==> src/verilog/cfg_setup_pkg.sv <==
// constants and carrier types for the floppy and port setup registers
`default_nettype none
package cfg_setup_pkg;
	localparam logic [7:0] IDX_FLOPPY_IFACE = 8'h03;
	localparam logic [7:0] IDX_EXT_PORT     = 8'h04;
	localparam logic [7:0] RST_FLOPPY_IFACE = 8'h78;
	localparam logic [7:0] RST_EXT_PORT     = 8'h00;
	localparam logic [7:0] MASK_FLOPPY_IFACE = 8'hFE;
	localparam logic [7:0] MASK_EXT_PORT     = 8'h7F;
	// floppy setup fields
	localparam int FI_ENH_MODE  = 1;
	localparam int FI_PIN_SEL_L = 2;
	localparam int FI_OPT0      = 3;
	localparam int FI_OPT1      = 4;
	localparam int FI_ENC       = 5;
	localparam int FI_IDENT     = 6;
	localparam int FI_PIN_SEL_H = 7;
	// extended setup fields
	localparam int EP_MODE_LO  = 0;
	localparam int EP_FDC_LO   = 2;
	localparam int EP_UART_A   = 4;
	localparam int EP_UART_B   = 5;
	localparam int EP_EPP_TYPE = 6;
	// serial clock divisors and the ecr epp code
	localparam logic [3:0] DIV_NORMAL = 4'hD;
	localparam logic [3:0] DIV_MUSIC  = 4'hC;
	localparam logic [2:0] ECR_EPP_CODE = 3'h4;

	typedef enum logic [1:0] {PP_SPP, PP_EPP_SPP, PP_ECP, PP_ECP_EPP} pp_mode_t;
	typedef enum logic [1:0] {IF_RSVD, IF_ALT_B, IF_ALT_A, IF_AT} iface_mode_t;
	typedef enum logic [1:0] {PIN_DRV_IN, PIN_DECODE, PIN_IRQ2, PIN_RSVD} pin_role_t;

	typedef struct packed {
		logic        enh_mode;
		iface_mode_t iface_mode;
		pin_role_t   pin_role;
		pp_mode_t    pp_mode;
		logic [1:0]  pport_fdc;
		logic [3:0]  uart_a_div;
		logic [3:0]  uart_b_div;
		logic        epp_rev17;
		logic        ecr_epp_ok;
	} setup_cfg_t;
endpackage
`default_nettype wire

==> src/verilog/fdc_pport_serial_setup_regs.sv <==
// floppy interface and extended port setup registers with rate pin mapping
`timescale 1ns/1ps
`default_nettype none
// Functional notes
// - floppy setup bit 0 reads zero
// - bit 1 selects normal or enhanced mode
// - drive option bits reset to one
// - enhanced mode ignores drive option bits
// - bits 6,5 select floppy interface mode
// - bits 7,2 select shared pin role
// - options 00: rate pins copy rate select
// - option0 only: remapped rate pin table
// - options 11: rate pins become inputs
// - 300 code may mean other rates
// - bits 3,2 route floppy through port
// - bit 4 picks uart a divisor
// - bit 5 picks uart b divisor
// - bit 6 picks epp revision
// - extended register at index 04H, reset 00H
// - floppy register at index 03H, reset 78H
// - divide by 12 gives music baud rate
// - ecp with epp allows ecr epp code
module fdc_pport_serial_setup_regs
	import cfg_setup_pkg::*;
(
	input  wire logic       clock,          // 200 MHz system clock
	input  wire logic       rst_n,          // synchronous reset, active low
	input  wire logic       config_mode,    // configuration mode active
	input  wire logic [7:0] config_index_reg, // loaded configuration index
	input  wire logic       wr_stb,         // data write pulse
	input  wire logic       rd_stb,         // data read pulse
	input  wire logic [7:0] wr_data,        // write data
	input  wire logic       printer_mode,   // port printer-mode bit
	input  wire logic [1:0] rate_sel,       // data-rate select code
	input  wire logic [1:0] rate_pin_in,    // rate pins sensed as inputs
	output logic      [7:0] rd_data,        // read data, registered
	output logic            rd_valid,       // read data valid pulse
	output logic            rate_pin_lo,    // rate pin 0 output
	output logic            rate_pin_hi,    // rate pin 1 output
	output logic            rate_pin_oe,    // rate pins driven when high
	output logic      [1:0] rate_pin_seen,  // rate pin levels seen
	output setup_cfg_t      cfg_out         // decoded setup
);

	////////////////////////////////////////////////////////////////
	logic [7:0] floppy_iface_setup_reg;
	logic [7:0] ext_port_setup_reg;
	logic       wr_floppy;
	logic       wr_ext;

	// index decode shared by read and write paths
	function automatic logic hit(input logic [7:0] idx, input logic [7:0] want, input logic mode);
		hit = mode && (idx == want);
	endfunction

	assign wr_floppy = wr_stb && hit(config_index_reg, IDX_FLOPPY_IFACE, config_mode);
	assign wr_ext    = wr_stb && hit(config_index_reg, IDX_EXT_PORT, config_mode);

	////////////////////////////////////////////////////////////////
	// floppy setup storage; reserved bit 0 never stored
	always_ff @(posedge clock) begin
		if (!rst_n) begin
			floppy_iface_setup_reg <= RST_FLOPPY_IFACE;
		end else if (wr_floppy) begin
			floppy_iface_setup_reg <= wr_data & MASK_FLOPPY_IFACE;
		end
	end

	// extended setup storage; bit 7 forced low even if software sets it
	always_ff @(posedge clock) begin
		if (!rst_n) begin
			ext_port_setup_reg <= RST_EXT_PORT;
		end else if (wr_ext) begin
			ext_port_setup_reg <= wr_data & MASK_EXT_PORT;
		end
	end

	////////////////////////////////////////////////////////////////
	// read port; unmatched index or outside config mode returns zero
	always_ff @(posedge clock) begin
		if (!rst_n) begin
			rd_data  <= 8'h00;
			rd_valid <= 1'b0;
		end else begin
			rd_valid <= rd_stb;
			if (rd_stb && hit(config_index_reg, IDX_FLOPPY_IFACE, config_mode)) begin
				rd_data <= floppy_iface_setup_reg & MASK_FLOPPY_IFACE;
			end else if (rd_stb && hit(config_index_reg, IDX_EXT_PORT, config_mode)) begin
				rd_data <= ext_port_setup_reg & MASK_EXT_PORT;
			end else if (rd_stb) begin
				rd_data <= 8'h00;
			end
		end
	end

	////////////////////////////////////////////////////////////////
	// rate pin mapping; enhanced mode treats options as 00
	logic       opt0;
	logic       opt1;
	logic [1:0] rate_pins_next;
	logic       rate_oe_next;

	always_comb begin
		opt0 = floppy_iface_setup_reg[FI_OPT0] && !floppy_iface_setup_reg[FI_ENH_MODE];
		opt1 = floppy_iface_setup_reg[FI_OPT1] && !floppy_iface_setup_reg[FI_ENH_MODE];
		rate_pins_next = 2'b00;
		rate_oe_next   = 1'b1;
		// the 01 code is passed through as is; its real rate is set elsewhere
		case ({opt1, opt0})
			2'b00: rate_pins_next = rate_sel;
			2'b01: begin
				case (rate_sel)
					2'b11:   rate_pins_next = 2'b11;
					2'b00:   rate_pins_next = 2'b10;
					2'b01:   rate_pins_next = 2'b01;
					2'b10:   rate_pins_next = 2'b00;
					default: rate_pins_next = 2'b00;
				endcase
			end
			// undefined combination: pins held low, not to be relied on
			2'b10:   rate_pins_next = 2'b00;
			2'b11:   rate_oe_next = 1'b0;
			default: rate_oe_next = 1'b0;
		endcase
	end

	always_ff @(posedge clock) begin
		if (!rst_n) begin
			rate_pin_lo   <= 1'b0;
			rate_pin_hi   <= 1'b0;
			rate_pin_oe   <= 1'b0;
			rate_pin_seen <= 2'b00;
		end else begin
			rate_pin_lo   <= rate_pins_next[0];
			rate_pin_hi   <= rate_pins_next[1];
			rate_pin_oe   <= rate_oe_next;
			rate_pin_seen <= rate_pin_in;
		end
	end

	////////////////////////////////////////////////////////////////
	// decoded configuration for neighbouring blocks
	setup_cfg_t cfg_next;

	always_comb begin
		cfg_next.enh_mode   = floppy_iface_setup_reg[FI_ENH_MODE];
		cfg_next.iface_mode = iface_mode_t'({floppy_iface_setup_reg[FI_IDENT],
			floppy_iface_setup_reg[FI_ENC]});
		cfg_next.pin_role   = pin_role_t'({floppy_iface_setup_reg[FI_PIN_SEL_H],
			floppy_iface_setup_reg[FI_PIN_SEL_L]});
		// printer mode overrides extended modes back to plain spp
		cfg_next.pp_mode    = printer_mode ? PP_SPP
			: pp_mode_t'(ext_port_setup_reg[EP_MODE_LO +: 2]);
		cfg_next.pport_fdc  = ext_port_setup_reg[EP_FDC_LO +: 2];
		cfg_next.uart_a_div = ext_port_setup_reg[EP_UART_A] ? DIV_MUSIC : DIV_NORMAL;
		cfg_next.uart_b_div = ext_port_setup_reg[EP_UART_B] ? DIV_MUSIC : DIV_NORMAL;
		cfg_next.epp_rev17  = ext_port_setup_reg[EP_EPP_TYPE];
		cfg_next.ecr_epp_ok = (cfg_next.pp_mode == PP_ECP_EPP);
	end

	always_ff @(posedge clock) begin
		if (!rst_n) begin
			cfg_out <= '0;
		end else begin
			cfg_out <= cfg_next;
		end
	end

	////////////////////////////////////////////////////////////////
	// checks on the read path; the index is looked at one edge back
	// because read data lags its strobe by a cycle
	reserved_zero_a: assert property (@(posedge clock) disable iff (!rst_n)
		(rd_valid && $past(config_index_reg) == IDX_FLOPPY_IFACE) |-> rd_data[0] == 1'b0)
		else $error("floppy reserved bit read as one");
	ext_read_zero_a: assert property (@(posedge clock) disable iff (!rst_n)
		(rd_valid && $past(config_index_reg) == IDX_EXT_PORT) |-> rd_data[7] == 1'b0)
		else $error("extended reserved bit read as one");
	read_pulse_a: assert property (@(posedge clock) disable iff (!rst_n)
		rd_stb |=> rd_valid)
		else $error("read strobe gave no valid pulse");
	floppy_read_a: assert property (@(posedge clock) disable iff (!rst_n)
		(rd_stb && config_mode && config_index_reg == IDX_FLOPPY_IFACE)
		|=> rd_data == ($past(floppy_iface_setup_reg) & 8'hFE))
		else $error("floppy register read wrong");
	ext_read_a: assert property (@(posedge clock) disable iff (!rst_n)
		(rd_stb && config_mode && config_index_reg == IDX_EXT_PORT)
		|=> rd_data == ($past(ext_port_setup_reg) & 8'h7F))
		else $error("extended register read wrong");
	// a refused read must not leak the last register value
	read_refused_a: assert property (@(posedge clock) disable iff (!rst_n)
		(rd_stb && (!config_mode || (config_index_reg != IDX_FLOPPY_IFACE
			&& config_index_reg != IDX_EXT_PORT))) |=> rd_data == 8'h00)
		else $error("refused read returned data");

	// checks on storage; the reset check has no disable so it sees reset
	reset_values_a: assert property (@(posedge clock)
		!rst_n |=> floppy_iface_setup_reg == 8'h78 && ext_port_setup_reg == 8'h00)
		else $error("setup registers not at reset values");
	ext_bit7_a: assert property (@(posedge clock) disable iff (!rst_n)
		ext_port_setup_reg[7] == 1'b0)
		else $error("extended bit 7 stored");
	floppy_write_a: assert property (@(posedge clock) disable iff (!rst_n)
		(wr_stb && config_mode && config_index_reg == IDX_FLOPPY_IFACE)
		|=> floppy_iface_setup_reg == ($past(wr_data) & 8'hFE))
		else $error("floppy register write lost");
	ext_write_a: assert property (@(posedge clock) disable iff (!rst_n)
		(wr_stb && config_mode && config_index_reg == IDX_EXT_PORT)
		|=> ext_port_setup_reg == ($past(wr_data) & 8'h7F))
		else $error("extended register write lost");
	guarded_write_a: assert property (@(posedge clock) disable iff (!rst_n)
		(!config_mode || config_index_reg != IDX_EXT_PORT) |=> $stable(ext_port_setup_reg))
		else $error("extended register changed without access");
	floppy_guard_a: assert property (@(posedge clock) disable iff (!rst_n)
		(!config_mode || config_index_reg != IDX_FLOPPY_IFACE)
		|=> $stable(floppy_iface_setup_reg))
		else $error("floppy register changed without access");

	// checks on the rate pins
	pins_input_a: assert property (@(posedge clock) disable iff (!rst_n)
		(floppy_iface_setup_reg[4:3] == 2'b11 && !floppy_iface_setup_reg[1]) |=> !rate_pin_oe)
		else $error("rate pins driven with options 11");
	// the far side sets the levels whenever the pins are released
	pin_sense_a: assert property (@(posedge clock) disable iff (!rst_n)
		1'b1 |=> rate_pin_seen == $past(rate_pin_in))
		else $error("rate pin levels not sensed");
	enh_drive_a: assert property (@(posedge clock) disable iff (!rst_n)
		floppy_iface_setup_reg[1] |=> rate_pin_oe)
		else $error("rate pins released in enhanced mode");
	copy_rate_a: assert property (@(posedge clock) disable iff (!rst_n)
		(floppy_iface_setup_reg[1] || floppy_iface_setup_reg[4:3] == 2'b00)
		|=> rate_pin_oe && {rate_pin_hi, rate_pin_lo} == $past(rate_sel))
		else $error("rate pins do not copy select");
	remap_rate_a: assert property (@(posedge clock) disable iff (!rst_n)
		(floppy_iface_setup_reg[4:3] == 2'b01 && !floppy_iface_setup_reg[1]
			&& rate_sel == 2'b00) |=> {rate_pin_hi, rate_pin_lo} == 2'b10)
		else $error("remapped 500 rate wrong");
	remap_250_a: assert property (@(posedge clock) disable iff (!rst_n)
		(floppy_iface_setup_reg[4:3] == 2'b01 && !floppy_iface_setup_reg[1]
			&& rate_sel == 2'b10) |=> {rate_pin_hi, rate_pin_lo} == 2'b00)
		else $error("remapped 250 rate wrong");
	remap_keep_a: assert property (@(posedge clock) disable iff (!rst_n)
		(floppy_iface_setup_reg[4:3] == 2'b01 && !floppy_iface_setup_reg[1] && rate_sel[0])
		|=> rate_pin_oe && {rate_pin_hi, rate_pin_lo} == $past(rate_sel))
		else $error("remapped 1000 or 300 rate wrong");
	// the undefined option setting is still driven, low, so the pins never float
	rsvd_option_a: assert property (@(posedge clock) disable iff (!rst_n)
		(floppy_iface_setup_reg[4:3] == 2'b10 && !floppy_iface_setup_reg[1])
		|=> rate_pin_oe && {rate_pin_hi, rate_pin_lo} == 2'b00)
		else $error("undefined option setting not held low");

	// checks on the decoded setup; a write shows two edges later,
	// one for the register and one for the registered decode
	enh_mode_a: assert property (@(posedge clock) disable iff (!rst_n)
		(wr_stb && config_mode && config_index_reg == IDX_FLOPPY_IFACE)
		|-> ##2 cfg_out.enh_mode == $past(wr_data[1], 2))
		else $error("floppy mode not decoded");
	iface_mode_a: assert property (@(posedge clock) disable iff (!rst_n)
		(wr_stb && config_mode && config_index_reg == IDX_FLOPPY_IFACE)
		|-> ##2 cfg_out.iface_mode == $past(wr_data[6:5], 2))
		else $error("interface mode not decoded");
	pin_role_a: assert property (@(posedge clock) disable iff (!rst_n)
		(wr_stb && config_mode && config_index_reg == IDX_FLOPPY_IFACE)
		|-> ##2 cfg_out.pin_role == {$past(wr_data[7], 2), $past(wr_data[2], 2)})
		else $error("shared pin role not decoded");
	port_mode_a: assert property (@(posedge clock) disable iff (!rst_n)
		(wr_stb && config_mode && config_index_reg == IDX_EXT_PORT) ##1 !printer_mode
		|=> cfg_out.pp_mode == $past(wr_data[1:0], 2))
		else $error("port mode not decoded");
	printer_spp_a: assert property (@(posedge clock) disable iff (!rst_n)
		printer_mode |=> cfg_out.pp_mode == PP_SPP)
		else $error("printer mode did not force spp");
	pport_route_a: assert property (@(posedge clock) disable iff (!rst_n)
		(wr_stb && config_mode && config_index_reg == IDX_EXT_PORT)
		|-> ##2 cfg_out.pport_fdc == $past(wr_data[3:2], 2))
		else $error("floppy routing not decoded");
	epp_rev_a: assert property (@(posedge clock) disable iff (!rst_n)
		(wr_stb && config_mode && config_index_reg == IDX_EXT_PORT)
		|-> ##2 cfg_out.epp_rev17 == $past(wr_data[6], 2))
		else $error("epp revision not decoded");
	// divisor values are fixed: 13 normally, 12 for the music rate
	uart_div_a: assert property (@(posedge clock) disable iff (!rst_n)
		ext_port_setup_reg[4] |=> cfg_out.uart_a_div == 4'hC)
		else $error("uart a divisor wrong");
	uart_a_norm_a: assert property (@(posedge clock) disable iff (!rst_n)
		!ext_port_setup_reg[4] |=> cfg_out.uart_a_div == 4'hD)
		else $error("uart a normal divisor wrong");
	uart_b_div_a: assert property (@(posedge clock) disable iff (!rst_n)
		!ext_port_setup_reg[5] |=> cfg_out.uart_b_div == 4'hD)
		else $error("uart b divisor wrong");
	uart_b_music_a: assert property (@(posedge clock) disable iff (!rst_n)
		ext_port_setup_reg[5] |=> cfg_out.uart_b_div == 4'hC)
		else $error("uart b music divisor wrong");
	// the ecr code is only meaningful with both extended modes on
	ecr_epp_a: assert property (@(posedge clock) disable iff (!rst_n)
		(wr_stb && config_mode && config_index_reg == IDX_EXT_PORT
			&& wr_data[1:0] == 2'b11) ##1 !printer_mode |=> cfg_out.ecr_epp_ok)
		else $error("ecr epp code not allowed");
	ecr_only_a: assert property (@(posedge clock) disable iff (!rst_n)
		cfg_out.ecr_epp_ok |-> cfg_out.pp_mode == PP_ECP_EPP)
		else $error("ecr epp code allowed outside ecp with epp");
endmodule
`default_nettype wire

==> config.mk <==
export PLATFORM = sky130hd
export DESIGN_NAME = fdc_pport_serial_setup_regs
export DESIGN_NICKNAME = d
export VERILOG_FILES = /design/src/verilog/cfg_setup_pkg.sv /design/src/verilog/fdc_pport_serial_setup_regs.sv
export SDC_FILE = /design/constraint.sdc
export NUM_CORES = 1
export LEC_CHECK = 0
export BUFFER_PORTS_ARGS = -buffer_cell sky130_fd_sc_hd__clkbuf_2
export CORE_ASPECT_RATIO = 1.25
export CORE_MARGIN = 1
export CORE_UTILIZATION = 48
export DETAILED_ROUTE_END_ITERATION = 6
export PLACE_DENSITY = 0.78
export RECOVER_POWER = 100
export SLEW_MARGIN = 10
export SYNTH_ARGS = -nofsm -noshare
export SYNTH_HDL_FRONTEND = slang
export SYNTH_SLANG_ARGS = --single-unit
==> constraint.sdc <==
create_clock -name clock -period 1.7 [get_ports clock]
set_clock_uncertainty 0.05 [all_clocks]
set_input_delay 0.51 -clock clock [delete_from_list [all_inputs] [get_ports clock]]
set_output_delay 0.51 -clock clock [all_outputs]
set_load 0.02 [all_outputs]
==> metrics.md <==
| Metric | Value |
|---|---|
| Clock share of power | 29.6% |
| Synth-to-layout area growth | 17.22% |
| Startpoint Class | primary input |
| Antenna Nets Post-Route | 0 |
| Sequential fraction of the synthesis area | 53.08% |
| Final Hold Viols | 0 |
| Worst slew margin | 40.26% |
| Reg power frac | 62.7% |
| Worst R2R Start | floppy_iface_setup_reg[3] |
| Worst hold path type | primary input to register |
| Core Rows | 22 |
| Synth Register Bits | 42 |
| Clock Pin Slew Worst Setup and Hold Paths | 0.11 ns |
| Die footprint | 0.003535 mm² |
| Post-CTS sizing | 0 |
| Worst EP required | 1.85 ns |
| Leakage | 0.0007713 µW |
| CTS Buffer Depth | 2 |
| IO Port Bufs | 56 |
| Effective utilization at floorplan | 52.31% |
| Critical path, cell by cell | clkbuf_2 > nor4b_2 > nand4_4 > mux2i_1 > nand2_1 |
| Worst r2r dst | rate_pin_lo |
| Largest net degree at the start of global routing | 27 |
| Hold WS | 0.3186 ns |
| WS Path Type | primary input to register |
| CP peak stage delay | 0.48 ns |
| DR vias/cell | 5.143 |
| RSZ-0062 raised after global routing | no |
| Largest register FFs | 14 |
| CP max-delay cell | nor4b_2 |
| Iteration-0 DRC Markers | 20 |
| Share of layout cells above drive strength 1 | 19.62% |
| Number of clock sinks | 42 |
| Fin. max-slew vios | 0 |
| CP Launch Point | config_index_reg[7] |
| Largest reg by FF count | cfg_out |
| R2R depth | 4 |
| Die width | 53.38 µm |
| Period minus WS final | 1.520 ns |
| CP Max Fanout | 10 |
| Nets | 238 |
| DRC | 0 |
| DR pass1 iterations | 4 |
| Total Routing Usage GR | 20.28% |
| PnR Total Power | 1592 µW |
| Worst VDD drop | 0.6306 mV |
| I/O pin cnt | 59 |
| Number of global-route vias before repair | 1,191 |
| CORE AREA | 0.003028 mm² |
| Grt ovf | 0 |
| Clock buffer count from CTS | 5 |
| Die height | 66.23 µm |
| Worst-margin pin slew | 0.8961 ns |
| CTS tree | done |
| Critical path endpoint category | register |
| Insertion delay to the later sink of the worst-skew pair | 0.34 ns |
| Vias | 1,260 |
| Crit share post-route | 89.40% |
| # Post-CTS Setup Buffers | 0 |
| Hold Path Origin | rate_pin_in[0] |
| Synthesized area | 0.001584 mm² |
| Global-route wire length before repair | 5.043 mm |
| Combinational share of power | 7.7% |
| Worst Path Arrival | 1.67 ns |
| Net Sw Frac | 22.79% |
| Clk root buf | clkbuf_4 |
| Hpwl dp | 2.310 mm |
| Internal Pwr Total | 1229 µW |
| H-tree levels | 2 |
| Total Routed Length | 3.114 mm |
| Antenna Cells | 0 |
| Status | completed |
| Switching pwr | 362.6 µW |
| Setup slack, reg-to-reg | 0.50 ns |
| Hold Crit Depth | 2 |
| Initial antenna violation count | 0 |
| Biggest regs | cfg_out x14, rd_data x8 |
| End of the worst hold path | rate_pin_seen[0] |
| WL/cell | 12.71 µm |
| Pwr/cell area | 857.2 mW/mm² |
| Post-synth cell types | 30 |
| Syn_area_per_cell | 10.35 µm² |
| Yosys warns | 0 |
| Final setup fails | 0 |
| Cells after Synth | 153 |
| Gp weighted congestion | 0.7444 |
| MaxCap Viol Count | 0 |
| Maximum clock rate | 658.0 MHz |
| Post-CTS Hold Buffers | 0 |
-- layout by cell type (no fill, tap or decap), drive strengths merged --
master / instances
nand4: 4
and2: 14
nor4b: 1
nand2: 21
mux2i: 4
nor2b: 3
a2bb2oi: 1
nand3: 4
ha: 2
clkbuf: 64
nand3b: 6
buf: 3
a21o: 1
nor3b: 1
and3b: 3
a22oi: 6
o21ai: 18
a21boi: 4
nor2: 1
dfxtp: 42
inv: 1
nand2b: 3
conb: 2
-- worst max-delay path, delay by kind of cell --
family	cells	cell delay [ns]
simple gates	3	0.84
mux	1	0.24
buf+inv	1	0.08
-- kinds of logic (layout without fill, tap and decap cells) --
group | count (synthesis) | count (layout) | synth area share (%)
simple gates | 61 | 61 | 24.64
flops | 42 | 42 | 53.08
compound gates | 30 | 30 | 13.11
buf+inv | 13 | 68 | 4.818
mux | 4 | 4 | 2.528
fa+ha+maj | 2 | 2 | 1.580
other cells | 1 | 2 | 0.2367
-- synth_stat cells, drive strengths merged --
cell | n | share of area [%]
dfxtp | 42 | 53
nand2 | 21 | 5.0
o21ai | 18 | 7.3
and2 | 14 | 5.7
buf | 7 | 3.4
a22oi | 6 | 2.8
nand3b | 6 | 2.8
clkbuf | 5 | 1.2
a21boi | 4 | 1.9
mux2i | 4 | 2.5
nand3 | 4 | 1.3
nand4 | 4 | 2.9
and3b | 3 | 1.7
nand2b | 3 | 1.2
nor2b | 3 | 1.2
ha | 2 | 1.6
a21o | 1 | 0.47
a2bb2oi | 1 | 0.55
conb | 1 | 0.24
inv | 1 | 0.24
nor2 | 1 | 0.24
nor3b | 1 | 1.2
nor4b | 1 | 1.5
-- final cells by class --
cell class / instances / area, µm²
multi-input cells: 99 / 645.6
repair buffers: 61 / 270.3
inverters: 1 / 3.754
clock buffers: 6 / 51.30
fillers: 313 / 1171
flip-flops and latches: 42 / 840.8
well taps: 36 / 45.04
-- stage by stage --
stage	cell area, µm²	utilization [%]	setup slack (ns)	TNS [ns]	instances
detailed placement	1878	62.02	-0.05173	-0.1727	239
global route	1857	61.32	0.07646	0	245
finish	1857	61.32	0.1801	0	245
floorplan	1588	-	0.1798	0	154
CTS	1929	63.72	0.2250	0	245
global placement	1878	62.02	0.001465	0	239
-- power groups by stage --
| stage | logic [µW] | clock network, µW | registers, µW |
|---|---|---|---|
| floorplan | 64.8 | 0 | 1030 |
| finish | 123 | 472 | 997 |
| global placement | 130 | 0 | 1020 |
| detailed placement | 133 | 0 | 1020 |
| CTS | 133 | 483 | 998 |
| global route | 135 | 529 | 999 |
-- layer usage --
layer / GRT usage (%) / up-vias / share of wire [%]
met2: 34.06 / 39 / 50
met5: 0 / - / 0
met4: 14.80 / 0 / 2.8
li1: - / 635 / -
met1: 21.08 / 576 / 41
met3: 5.057 / 10 / 6.1
-- how the worst max path moves through the flow --
stage / end / slack, ns / cells after the start
finish: floppy_iface_setup_reg[3] / 0.18 / 5
CTS: cfg_out[5] / 0.22 / 1
global placement: floppy_iface_setup_reg[5] / 0.001 / 5
detailed placement: floppy_iface_setup_reg[6] / -0.05 / 5
floorplan: ext_port_setup_reg[2] / 0.18 / 5
global route: ext_port_setup_reg[3] / 0.08 / 5
Note: power is estimated with default switching activity, not from simulation.
